[src/usi_pkg.sv]
// Constants and types shared by the serial shift unit
package usi_pkg;
  // ==========================================================
  // Widths, positions and reset values
  localparam int DATA_W = 8;
  localparam int CNT_W = 4;
  localparam int FIFO_DEPTH = 8;
  localparam int MSB_POS = 7;
  localparam int DIR_DATA = 0;
  localparam int DIR_CLK = 1;
  localparam logic [CNT_W-1:0] CNT_MAX = 4'hF;
  localparam logic [CNT_W-1:0] CNT_RST = 4'h0;
  localparam logic [CNT_W-1:0] CNT_STEP = 4'h1;

  // ==========================================================
  // Modes and carriers
  typedef enum logic [1:0] {WM_OFF, WM_THREE, WM_TWO} wire_mode_e;

  typedef struct packed {
    wire_mode_e wire_mode;
    logic external_clock_select;
    logic clock_edge_select;
    logic software_clock_strobe;
    logic clock_toggle_strobe;
  } ctrl_s;

  typedef struct packed {
    logic ovf_clear;
    logic [CNT_W-1:0] cnt;
  } status_wr_s;

  typedef struct packed {
    logic o;
    logic oe;
  } pin_out_s;

  typedef struct packed {
    ctrl_s cfg;
    logic [DATA_W-1:0] sr;
    logic [CNT_W-1:0] cnt;
    logic ovf;
    logic latch;
    logic clk_port;
    logic [2:0] ck_s;
    logic [2:0] di_s;
    logic ck_f;
    logic di_f;
    logic pend;
    logic [DATA_W-1:0] pend_byte;
  } state_s;

  localparam state_s STATE_RST = '0;
endpackage : usi_pkg

[src/usi_core.sv]
// Serial shift unit core with its receive FIFO
`timescale 1ns/100ps

// ==========================================================
// Receive FIFO
module shift_fifo
  import usi_pkg::*;
#(
  parameter int W = DATA_W,
  parameter int DEPTH = FIFO_DEPTH
)(
  input wire logic ref_clk, // System clock
  input wire logic rst, // Async reset, high
  input wire logic in_valid, // Producer has a word
  output logic in_ready, // Room for a word
  input wire logic [W-1:0] in_data, // Word to store
  output logic out_valid, // A word is waiting
  input wire logic out_ready, // Consumer takes it
  output logic [W-1:0] out_data // Oldest word
);
  localparam int AW = $clog2(DEPTH);
  localparam int CW = AW + 1;
  typedef struct packed {
    logic [DEPTH-1:0][W-1:0] mem;
    logic [AW-1:0] wp;
    logic [AW-1:0] rp;
    logic [CW-1:0] cnt;
  } fifo_s;
  fifo_s f_q;
  fifo_s f_d;
  logic push;
  logic pop;

  // Pointer step that also copes with a depth not a power of two
  function automatic logic [AW-1:0] next_ptr(input logic [AW-1:0] p);
    next_ptr = (p == AW'(DEPTH - 1)) ? '0 : p + 1'b1;
  endfunction : next_ptr

  // Handshakes from the occupancy count
  assign in_ready = (f_q.cnt != CW'(DEPTH));
  assign out_valid = (f_q.cnt != '0);
  assign out_data = f_q.mem[f_q.rp];
  assign push = in_valid & in_ready;
  assign pop = out_valid & out_ready;

  // Next state
  always_comb
  begin
    f_d = f_q;
    if (push)
    begin
      f_d.mem[f_q.wp] = in_data;
      f_d.wp = next_ptr(f_q.wp);
    end
    if (pop)
      f_d.rp = next_ptr(f_q.rp);
    f_d.cnt = f_q.cnt + CW'(push) - CW'(pop);
  end

  // State register
  always_ff @(posedge ref_clk or posedge rst)
  begin
    if (rst)
      f_q <= '0;
    else
      f_q <= f_d;
  end
endmodule : shift_fifo

// ==========================================================
// Shift unit
module usi_core
  import usi_pkg::*;
(
  input wire logic ref_clk, // System clock, 20 MHz
  input wire logic rst, // Async reset, high
  input wire logic ctrl_wr, // Control write strobe
  input wire ctrl_s ctrl_in, // Control write value
  input wire logic data_wr, // Shift register write strobe
  input wire logic [DATA_W-1:0] data_in, // Shift register write value
  input wire logic status_wr, // Status write strobe
  input wire status_wr_s status_in, // Status write value
  input wire logic [1:0] port_direction_register, // Pin drive enables
  input wire logic serial_data_in_pin, // Data input or data line level
  input wire logic serial_clock_pin, // Clock line level
  output pin_out_s clock_pin_out, // Clock pin drive
  output pin_out_s data_pin_out, // Data pin drive
  output logic [DATA_W-1:0] shift_data_register, // Shift register
  output logic [CNT_W-1:0] counter_value, // Edge counter
  output logic counter_overflow_flag, // Sticky overflow flag
  output logic idle_wake, // Wake from idle sleep
  output logic rx_valid, // Received byte waiting
  input wire logic rx_ready, // Received byte taken
  output logic [DATA_W-1:0] rx_byte // Oldest received byte
);
  state_s st_q;
  state_s st_d;
  logic nck;
  logic ndi;
  logic rise;
  logic fall;
  logic ext;
  logic samp_edge;
  logic sw_clk;
  logic tgl;
  logic shift_en;
  logic cnt_en;
  logic wrap;
  logic transparent;
  logic hold;
  logic push_ready;
  wire_mode_e wm;

  // ==========================================================
  // Link sampling and clock source decode
  // Filtered levels move only when the second and third stages agree
  assign nck = (st_q.ck_s[2] == st_q.ck_s[1]) ? st_q.ck_s[2] : st_q.ck_f;
  assign ndi = (st_q.di_s[2] == st_q.di_s[1]) ? st_q.di_s[2] : st_q.di_f;
  assign rise = nck & ~st_q.ck_f;
  assign fall = ~nck & st_q.ck_f;
  assign ext = st_q.cfg.external_clock_select;
  assign wm = st_q.cfg.wire_mode;
  // Choice of sampling edge; two-wire users pick falling-edge shift
  assign samp_edge = ext & (st_q.cfg.clock_edge_select ? fall : rise);
  assign sw_clk = ctrl_wr & ctrl_in.software_clock_strobe;
  assign tgl = ctrl_wr & ctrl_in.clock_toggle_strobe;
  // Strobe decisions use the bits of the write that carries them
  assign shift_en = samp_edge | (sw_clk & ~ctrl_in.external_clock_select);
  assign cnt_en = (ext & ~st_q.cfg.software_clock_strobe & (rise | fall))
    | (sw_clk & (~ctrl_in.external_clock_select | ctrl_in.clock_toggle_strobe));
  assign wrap = cnt_en & ~status_wr & (st_q.cnt == CNT_MAX);
  // Latch open in first half of an external cycle, always otherwise
  assign transparent = ~ext | (st_q.cfg.clock_edge_select ? nck : ~nck);
  // Slave holds clock low on overflow or while its byte cannot be stored
  assign hold = (wm == WM_TWO) & (st_q.ovf | st_q.pend);

  // ==========================================================
  // Next state
  always_comb
  begin
    st_d = st_q;
    st_d.ck_s = {st_q.ck_s[1:0], serial_clock_pin};
    st_d.di_s = {st_q.di_s[1:0], serial_data_in_pin};
    st_d.ck_f = nck;
    st_d.di_f = ndi;
    // Mode bits are kept; the toggle strobe acts once and is not stored
    if (ctrl_wr)
    begin
      st_d.cfg = ctrl_in;
      st_d.cfg.clock_toggle_strobe = 1'b0;
    end
    if (tgl)
      st_d.clk_port = ~st_q.clk_port;
    // A write beats a shift in the same cycle; no buffering behind it
    if (data_wr)
      st_d.sr = data_in;
    else if (shift_en)
      st_d.sr = {st_q.sr[MSB_POS-1:0], ndi};
    // Counter write wins over a counting edge
    if (status_wr)
      st_d.cnt = status_in.cnt;
    else if (cnt_en)
      st_d.cnt = st_q.cnt + CNT_STEP;
    // A status write blocks the flag set, so a clear arriving in the same cycle wins
    if (status_wr & status_in.ovf_clear)
      st_d.ovf = 1'b0;
    if (wrap)
      st_d.ovf = 1'b1;
    // Newly written MSB shows at once while the latch is open
    if (transparent)
      st_d.latch = st_d.sr[MSB_POS];
    // Completed byte waits here until the FIFO has room
    if (st_q.pend & push_ready)
      st_d.pend = 1'b0;
    if (wrap)
    begin
      st_d.pend = 1'b1;
      st_d.pend_byte = st_d.sr;
    end
  end

  // State register; the first sync stage feeds only the second
  always_ff @(posedge ref_clk or posedge rst)
  begin
    if (rst)
      st_q <= STATE_RST;
    else
      st_q <= st_d;
  end

  // ==========================================================
  // Pin drive
  // Two-wire pins are open drain: drive low or release, no slew shaping
  assign clock_pin_out.o = (wm == WM_THREE) & st_q.clk_port;
  assign clock_pin_out.oe = (wm == WM_THREE) ? port_direction_register[DIR_CLK]
    : (wm == WM_TWO) & ((port_direction_register[DIR_CLK] & ~st_q.clk_port) | hold);
  assign data_pin_out.o = (wm == WM_THREE) & st_q.latch;
  assign data_pin_out.oe = (wm == WM_THREE) ? port_direction_register[DIR_DATA]
    : (wm == WM_TWO) & port_direction_register[DIR_DATA] & ~st_q.latch;

  // Status outputs straight from registers
  assign shift_data_register = st_q.sr;
  assign counter_value = st_q.cnt;
  assign counter_overflow_flag = st_q.ovf;
  assign idle_wake = st_q.ovf;

  // Received bytes queue here; a full queue stretches a two-wire clock
  shift_fifo #(.W(DATA_W), .DEPTH(FIFO_DEPTH)) rx_fifo (
    .ref_clk(ref_clk),
    .rst(rst),
    .in_valid(st_q.pend),
    .in_ready(push_ready),
    .in_data(st_q.pend_byte),
    .out_valid(rx_valid),
    .out_ready(rx_ready),
    .out_data(rx_byte)
  );
endmodule : usi_core

[config.mk]
export PLATFORM = sky130hd
export DESIGN_NAME = usi_core
export DESIGN_NICKNAME = d
export VERILOG_FILES = /design/src/usi_pkg.sv /design/src/usi_core.sv
export SDC_FILE = /design/constraint.sdc
export NUM_CORES = 1
export LEC_CHECK = 0
export BUFFER_PORTS_ARGS = -buffer_cell sky130_fd_sc_hd__buf_2
export CORE_MARGIN = 1
export CORE_UTILIZATION = 35
export CTS_BUF_LIST = sky130_fd_sc_hd__clkbuf_4 sky130_fd_sc_hd__clkbuf_8 sky130_fd_sc_hd__clkbuf_16
export CTS_CLUSTER_SIZE = 30
export DETAILED_ROUTE_END_ITERATION = 8
export HOLD_SLACK_MARGIN = 0.12
export PLACE_DENSITY = 0.58
export REMOVE_ABC_BUFFERS = 1
export SKIP_LAST_GASP = 1
export SLEW_MARGIN = 20
export SYNTH_ARGS = -nofsm -noshare
export SYNTH_HDL_FRONTEND = slang
export SYNTH_HIERARCHICAL = 1
export SYNTH_SLANG_ARGS = --single-unit
[constraint.sdc]
create_clock -name ref_clk -period 4.3 [get_ports ref_clk]
set_input_delay 0.645 -clock ref_clk [delete_from_list [all_inputs] [get_ports ref_clk]]
set_output_delay 0.645 -clock ref_clk [all_outputs]
set_load 0.01 [all_outputs]
==> results.md, run 1 <==
Synthesis:
- Yosys mapped a number of flops with a built-in enable equal to 0.
- Counting instances in the post-synthesis netlist gives the leading cell types as dfrtp_1, mux2_2, inv_1.
- Dividing the synthesized area by the synthesized cell count gives 14.0 um2.
- The number of standard cells after synthesis is 390.
- The flip-flop and latch count after synthesis is 111.
- dfrtp_1 is the most common cell in the netlist.
- Yosys attributes the largest share of cell area to dfrtp_1, mux2_2, mux4_2, mux2_4, ha_1.
- The total number of yosys warnings is 6.
- Of all flip-flops after synthesis, the portion carrying an async set or reset was 100%.
- Summed over its instances, the top area cell type makes up 51.0% of the synthesized netlist area.
- The fraction of the yosys area taken by sequential cells is 51.0%.
- The library cell occupying the most area in the post-synthesis netlist is dfrtp_1.
- The area of the mapped netlist is approximately 0.0054 mm2.
- For this run, the leading register cell type out of synthesis is dfrtp_1.
- Counting distinct cell types in the post-synthesis netlist gives 47.

Setup path:
- The biggest fanout along the worst timing path is 18.
- STA puts the critical path data arrival time at 2.31 ns.
- The required arrival time at the worst endpoint is 3.65 ns.
- The sort of element at the start of the critical path is a flip-flop.
- STA classifies the critical path endpoint as a primary output.
- By startpoint and endpoint, the worst setup path is classified as flip-flop to primary output.

Global routing:
- Entering global routing, the biggest net connects 42 pins.
- Summed over all layers, the global routing overflow is 0.
- The initial antenna violation count is 0.
- The number of global-route vias before repair is around 3.4k.
- The first-pass GRT wire length is 18,300 um.
- The total global-route track usage is 14.9%.

STA:
- At the pin with the least slew margin, the transition time is approximately 1 ns.
- Setup repair after global routing left no endpoint under its margin.
- The number of slew-limit violations in the final report is 0.
- Timing would allow up to 0.338 GHz.
- The final count of negative-setup-slack endpoints is 0.
- The worst path meets setup with 1.34 ns of slack.
- The worst clock skew is roughly 0.0055 ns.
- The number of hold-slack violations in the final timing report is 0.
- The final critical path takes up a little under 70% of the cycle.
- The final period demand of the worst path is 2.96 ns.
- The normalized max-slew margin is 31.4%.
- Summed over all failing endpoints, the final setup total negative slack is 0 ns.

Outcome:
- The flow ran to the end, and the final reports show no timing, DRC or antenna violations.

Pwr:
- The worst vdd rail ir drop is 0.000214 V.
- Internal power comes to 2.07 mW.
- The share of total power dissipated in the clock network is 33.3%.
- Per report_power, the sequential group accounts for between 40 and 50% of the total.
- The portion of total power attributed to combinational logic is 18.2%.
- The power density over the cells is about 470 mW/mm2.
- Summed over all nets, the switching power comes to between 0.8 and 0.9 mW.
- In this run the static leakage power is 3.02 nW.
- The switching part of the total is 29.1%.

Placed design:
- In this run the tool buffered the top-level ports with 55 buffer cells.
- The placer's final routability congestion estimate is 0.798.
- Detailed placement ended at an HPWL of 7570 um.
- The pre-CTS setup slack is between 1.5 and 2 ns.

Clock network:
- The clock root buffer is clkbuf_16.
- The number of buffers on the longest clock path is 2.
- The number of buffers inserted by hold repair at cts is 0.
- The deepest level of the CTS H-tree is 3.
- Clock-pin slew was measured on the worst setup and hold paths at 0.07 ns.
- CTS saw ~110 sinks.
- The number of gates resized after CTS is 0.
- The TritonCTS buffer count is 9.
- In this run the post-CTS setup repair buffer count came out at 0.
- TritonCTS built the clock tree.
- The clock latency on the worst-skew pair is about 0.35 ns.

Floorplan:
- The placeable core area is 0.0152 mm2.
- The effective utilization at floorplan is a little over a third.
- The horizontal die dimension is around 130 um.
- The floorplan has 45 rows.
- Pin placement for this block handled 56 I/O pins.
- The overall die area is 0.0161 mm2.
- The floorplan step set the die height to 127 um.

Detailed routing:
- The routed wire length per instance is between 15 and 20 um.
- The detailed-route via count is 3,148.
- The via density per instance is 5.05.
- The violation count after the first detailed-route iteration is 176.
- The first-pass iteration count of the detailed router is 4.
- The residual DRC count is 0.
- The residual antenna-violating net count after detailed routing is 0.
- The total wirelength of the detailed-routed design is 11,000 um.

Run:
- The reported max-cap violation count is 0.

Finish:
- Cells with a size suffix above 1 make up 43.4% of the layout.
- Counting the fill cells in the layout gives 1,429.
- The number of antenna diodes in the final layout is 0.
- From synthesis to final layout, the design area changed by 12.9%.
- The final layout contains about 470 nets.

Min path:
- The class of the most critical hold timing path is flip-flop to flip-flop.
==> stage by stage <==
step                power, mW  util [%]  cell area [um2]  std cells  hold slack [ns]
finish                   2.92      40.5             6150        623            0.360
global route             3.09      40.5             6150        623            0.368
CTS                      2.97      40.5             6150        623            0.361
detailed placement       1.98      38.2             5800        608            0.345
global placement         1.94      38.2             5800        608            0.359
floorplan                1.76         -             5270        362            0.331
==> path summary, 6_finish.rpt <==
path | endpoint | depth (start not counted) | slack, ns | start
setup / recovery | rx_byte[0] | 3 | 1.34 | rx_fifo/f_q[6]$_DFFE_PP0P_
hold / removal | st_d[16]$_DFF_PP0_ | 0 | 0.36 | st_d[15]$_DFF_PP0_
setup reg to reg | rx_fifo/f_q[2]$_DFF_PP0_ | 11 | 1.73 | rx_fifo/f_q[2]$_DFF_PP0_
hold reg to reg | st_d[16]$_DFF_PP0_ | 0 | 0.36 | st_d[15]$_DFF_PP0_
max in group asynchronous | rx_fifo/f_q[54]$_DFFE_PP0P_ | 3 | 2.88 | rst
min in group asynchronous | counter_overflow_flag$_DFFE_PP0P_ | 3 | 0.41 | rst
==> sequential cells by signal, indices dropped and copies added (netlist names) <==
register,flops
counter_overflow_flag,1
counter_value,4
ext,1
rx_fifo/f_q,74
shift_data_register,8
st_d,4
st_q,17
wm,2
==> power groups by stage <==
stage               sequential (mW)  clock [mW]  combinational, mW
global placement               1.43           0              0.510
CTS                            1.42        1.01              0.544
detailed placement             1.44           0              0.542
global route                   1.45        1.04              0.595
floorplan                      1.35           0              0.405
finish                         1.42       0.973              0.532
==> metal layers <==
metal,global-route usage (%),routed length [um],vias to the layer above
met5,0,0,-
met4,4.55,141,0
met3,4.05,547,11
met2,22.6,4830,79
met1,20.7,5450,1589
li1,-,-,1469
==> layout by cell type, fill, tap and decap left out, types with 2 or more instances in the layout <==
master,count
buf_2,55
mux4_2,16
bufinv_16,3
o211ai_2,6
nor4b_4,2
inv_1,21
mux2_2,66
buf_4,3
mux2_4,17
clkbuf_8,2
and2_1,2
nor2_1,9
dfrtp_1,110
o21ai_0,13
or4b_1,2
nor2b_1,4
o21ai_1,3
or4_1,2
and3b_1,2
mux2i_1,14
nand2b_1,4
or3_1,3
nand3_1,2
nor3_2,2
maj3_1,3
xnor2_1,4
ha_1,12
o2bb2ai_1,2
a31oi_1,2
nand2_1,15
nand4_1,7
clkbuf_16,9
==> area by class of cell <==
| cell class | count | area, um2 | area share (%) |
|---|---|---|---|
| Sequential cell | 111 | 2780 | 45.2 |
| Multi-Input combinational cell | 228 | 2400 | 39.1 |
| Timing Repair Buffer | 58 | 298 | 4.84 |
| Clock buffer | 12 | 260 | 4.23 |
| Tap cell | 188 | 235 | 3.82 |
| Clock inverter | 3 | 90.1 | 1.46 |
| Inverter | 23 | 86.3 | 1.40 |
==> critical path, stage by stage (launching register included) <==
cell and delay, ns:
dfrtp_1 0.92, mux4_2 0.63, mux2_2 0.27, buf_2 0.14
==> logic make-up (layout without fill, tap and decap cells) <==
family	after synthesis	in the layout	share of synthesized area, %
flip-flops	111	111	51.0
AND/OR/NAND/NOR	60	60	7.23
multiplexers	113	113	27.5
adder cells (fa/ha/maj)	16	16	3.67
XOR/XNOR	5	5	0.804
AO/OA/AOI/OAI	34	34	4.89
buffers and inverters	51	96	4.91
Power figures use the tool's default switching activity.
==> run 2: changes to the inputs <==
==> constraint.sdc (replaced) <==
create_clock -name ref_clk -period 2.8 [get_ports ref_clk]
set_input_delay 0.42 -clock ref_clk [delete_from_list [all_inputs] [get_ports ref_clk]]
set_output_delay 0.42 -clock ref_clk [all_outputs]
set_load 0.01 [all_outputs]
==> run 2 against run 1 <==
- global-route usage up 0.097 points
- non-clock buffer count up 11
- core utilization up 0.27 points
- sequential cell count unchanged
- cell area up 0.67%
- clock power up 38%
- clock-buffer cell count down 3
- first-iteration DRC count down 27%
- final cell count up 1.9%
- hold slack worse by 0.24 ns
- largest cell class unchanged
- register-to-register slack worse by 1.5 ns
==> results.md, run 2 (synthesized netlist as in run 1, its figures left out) <==
Detailed routing:
- The via density per instance is 5.04 (-0.21%).
- The detailed-route via count was 3,202 (+1.7%).
- The residual antenna-violating net count after detailed routing came to 0 (unchanged).
- The routed wire length per instance is 17.4 um (-1.3%).
- The violation count after the first detailed-route iteration is 129 (-27%).
- The residual DRC count is 0 (unchanged).
- The total wirelength of the detailed-routed design is 11,000 um (+0.58%).
- The first-pass iteration count of the detailed router was 4 (unchanged).

Setup path:
- The required arrival time at the worst endpoint came to 3.05 ns (-0.60 ns).
- The setup path with the least slack is of type flip-flop to flip-flop.
- The count of cells along the worst register-to-register path came to 11 (unchanged).
- The worst flop-to-flop path startpoint is rx_fifo/f_q[2]$_DFF_PP0_.
- The biggest fanout along the worst timing path was 9 (-9).
- The endpoint identified for the worst register-to-register timing path is rx_fifo/f_q[1]$_DFF_PP0_.
- STA classifies the critical path startpoint as a flip-flop.
- The setup slack on the worst flop-to-flop path is 0.22 ns (-1.51 ns).
- The critical path endpoint category is a flip-flop.
- The worst endpoint data arrival time is 2.83 ns (+0.52 ns).

STA:
- After layout, the worst path uses about nine tenths of the clock period.
- The final count of negative-setup-slack endpoints is 0 (unchanged).
- The transition time at the pin with the least slew margin is 0.741 ns (-0.282 ns).
- The worst clock skew is 0.00867 ns (+0.00319 ns).
- Setup repair after global routing left no endpoint under its margin.
- The number of slew-limit violations in the final report is 0 (unchanged).
- The number of hold-slack violations in the final timing report was 0 (unchanged).
- Based on the critical path, the design can be clocked at up to approximately 0.39 GHz.
- The setup TNS was 0 ns (unchanged).
- The final hold slack is 0.117 ns (-0.243 ns).
- The worst path needs 2.58 ns of the cycle, external delays included.
- The normalized max-slew margin came to 50.4% (+19 points).

Global routing:
- The initial antenna violation count came to 0 (unchanged).
- The largest net degree at the start of global routing is 30 (-29%).
- The first-pass GRT wire length is 18,400 um (+0.72%).
- The number of global-route vias before repair was 3,490 (+3.8%).
- The remaining global-route overflow is 0 (unchanged).
- The total global-route track usage came to 15.0% (+0.097 points).

Placed design:
- The total of buffers placed on input and output ports is 55 (unchanged).
- The placer's final routability congestion estimate is 0.761 (-4.6%).
- The final HPWL from detailed placement is 7870 um (+4.0%).

Clock network:
- The root buffer cell chosen for the clock tree is clkbuf_16.
- The number of buffers on the longest clock path came to 2 (unchanged).
- TritonCTS built the clock tree.
- The TritonCTS buffer count is 9 (unchanged).
- The TritonCTS sink count is 111 (unchanged).
- The clock latency on the worst-skew pair was 0.35 ns (about the same).
- The post-CTS setup buffer count came to 0 (unchanged).
- The number of buffers inserted by hold repair at cts is 0 (unchanged).
- The deepest level of the CTS H-tree is 3 (unchanged).
- The clock edge transition at the registers on the reported setup and hold paths is 0.08 ns (about the same).
- The number of gates resized after CTS is 0 (unchanged).

Finish:
- The count of antenna diodes in the layout is 0 (unchanged).
- The fraction of layout instances using a drive strength above 1 is 44.7% (+1.3 points).
- The library cells used most frequently in the layout, excluding fill and tap cells, are dfrtp_1, mux2_2, buf_2, inv_1, mux2_4.
- The flip-flop count of the largest register, all copies and words added is 74 (unchanged).
- The library cell used most frequently in the layout, excluding fill and tap cells, is dfrtp_1.
- The number of nets at the end of the flow came to 484 (+2.3%).
- The register bank with the most flops is rx_fifo/f_q.
- The end-of-flow core utilization is 40.7% (+0.27 points).
- The synthesis-to-finish area growth is 13.7%.

Outcome:
- The flow ran to the end, and the final reports show no timing, DRC or antenna violations.

Min path:
- The worst hold path belongs to the class input port to asynchronous set/reset pin.

Pwr:
- The power density over the cells is 705 mW/mm2 (+48%).
- The total leakage power is 3.06 nW (+1.2%).
- The worst vdd rail ir drop is 0.000362 V (+70%).

Floorplan:
- The overall die area is 0.0161 mm2 (unchanged).
- The total I/O pin count was 56 (unchanged).
- The placeable core area was 0.0152 mm2 (unchanged).
- The die boundary height is 127 um (unchanged).
- The effective utilization at floorplan is 35.8% (unchanged).
- The horizontal die dimension came to 127 um (unchanged).
- The row count is 45 (unchanged).

Run:
- The reported max-cap violation count is 0 (unchanged).
run 2: area by class of cell:
| class | count | area, um2 |
|---|---|---|
| Inverter | 23 | 86.3 |
| Timing Repair Buffer | 69 | 380 |
| Clock buffer | 9 | 225 |
| Tap cell | 188 | 235 |
| Multi-Input combinational cell | 228 | 2400 |
| Sequential cell | 111 | 2780 |
| Clock inverter | 7 | 85.1 |
| Fill cell | 1448 | 9010 |
run 2: where the power goes:
part,internal [mW],switching [mW],leakage [nW]
sequential,1.78,0.269,1.46
clock,0.716,0.629,0.153
combinational,0.498,0.473,1.44
run 2: how the worst max path moves through the flow:
stage | from | endpoint
detailed placement | rx_fifo/f_q[2]$_DFF_PP0_ | rx_fifo/f_q[2]$_DFF_PP0_
global route | rx_fifo/f_q[2]$_DFF_PP0_ | rx_fifo/f_q[2]$_DFF_PP0_
CTS | rx_fifo/f_q[2]$_DFF_PP0_ | rx_fifo/f_q[1]$_DFF_PP0_
finish | rx_fifo/f_q[2]$_DFF_PP0_ | rx_fifo/f_q[1]$_DFF_PP0_
global placement | rx_fifo/f_q[2]$_DFF_PP0_ | rx_fifo/f_q[1]$_DFF_PP0_
floorplan | rx_fifo/f_q[2]$_DFF_PP0_ | rx_fifo/f_q[2]$_DFF_PP0_
run 2: per-stage QoR:
step           cell area [um2]  power (mW)  instances  setup WS, ns
6_report                  6190        4.37        635         0.224
5_1_grt                   6190        4.64        635        0.0226
4_1_cts                   6190        4.45        635         0.228
3_5_place_dp              5880        3.07        619         0.241
3_3_place_gp              5880        3.03        619         0.365
2_1_floorplan             5270        2.70        362         0.451
run 2: per-layer routing:
layer / vias up / routed length, um / global-route usage (%)
li1: 1493 / - / -
met1: 1626 / 5200 / 20.0
met2: 72 / 5200 / 24.0
met3: 11 / 487 / 4.30
met4: 0 / 141 / 3.57
met5: - / 0 / 0
run 2: critical path, stage by stage (launching register included):
cell	delay [ns]
dfrtp_1	0.37
inv_1	0.11
ha_1	0.17
nor3b_4	0.47
inv_1	0.13
nand2_1	0.18
ha_1	0.26
inv_1	0.06
ha_1	0.15
inv_1	0.06
fa_1	0.48
inv_1	0.04
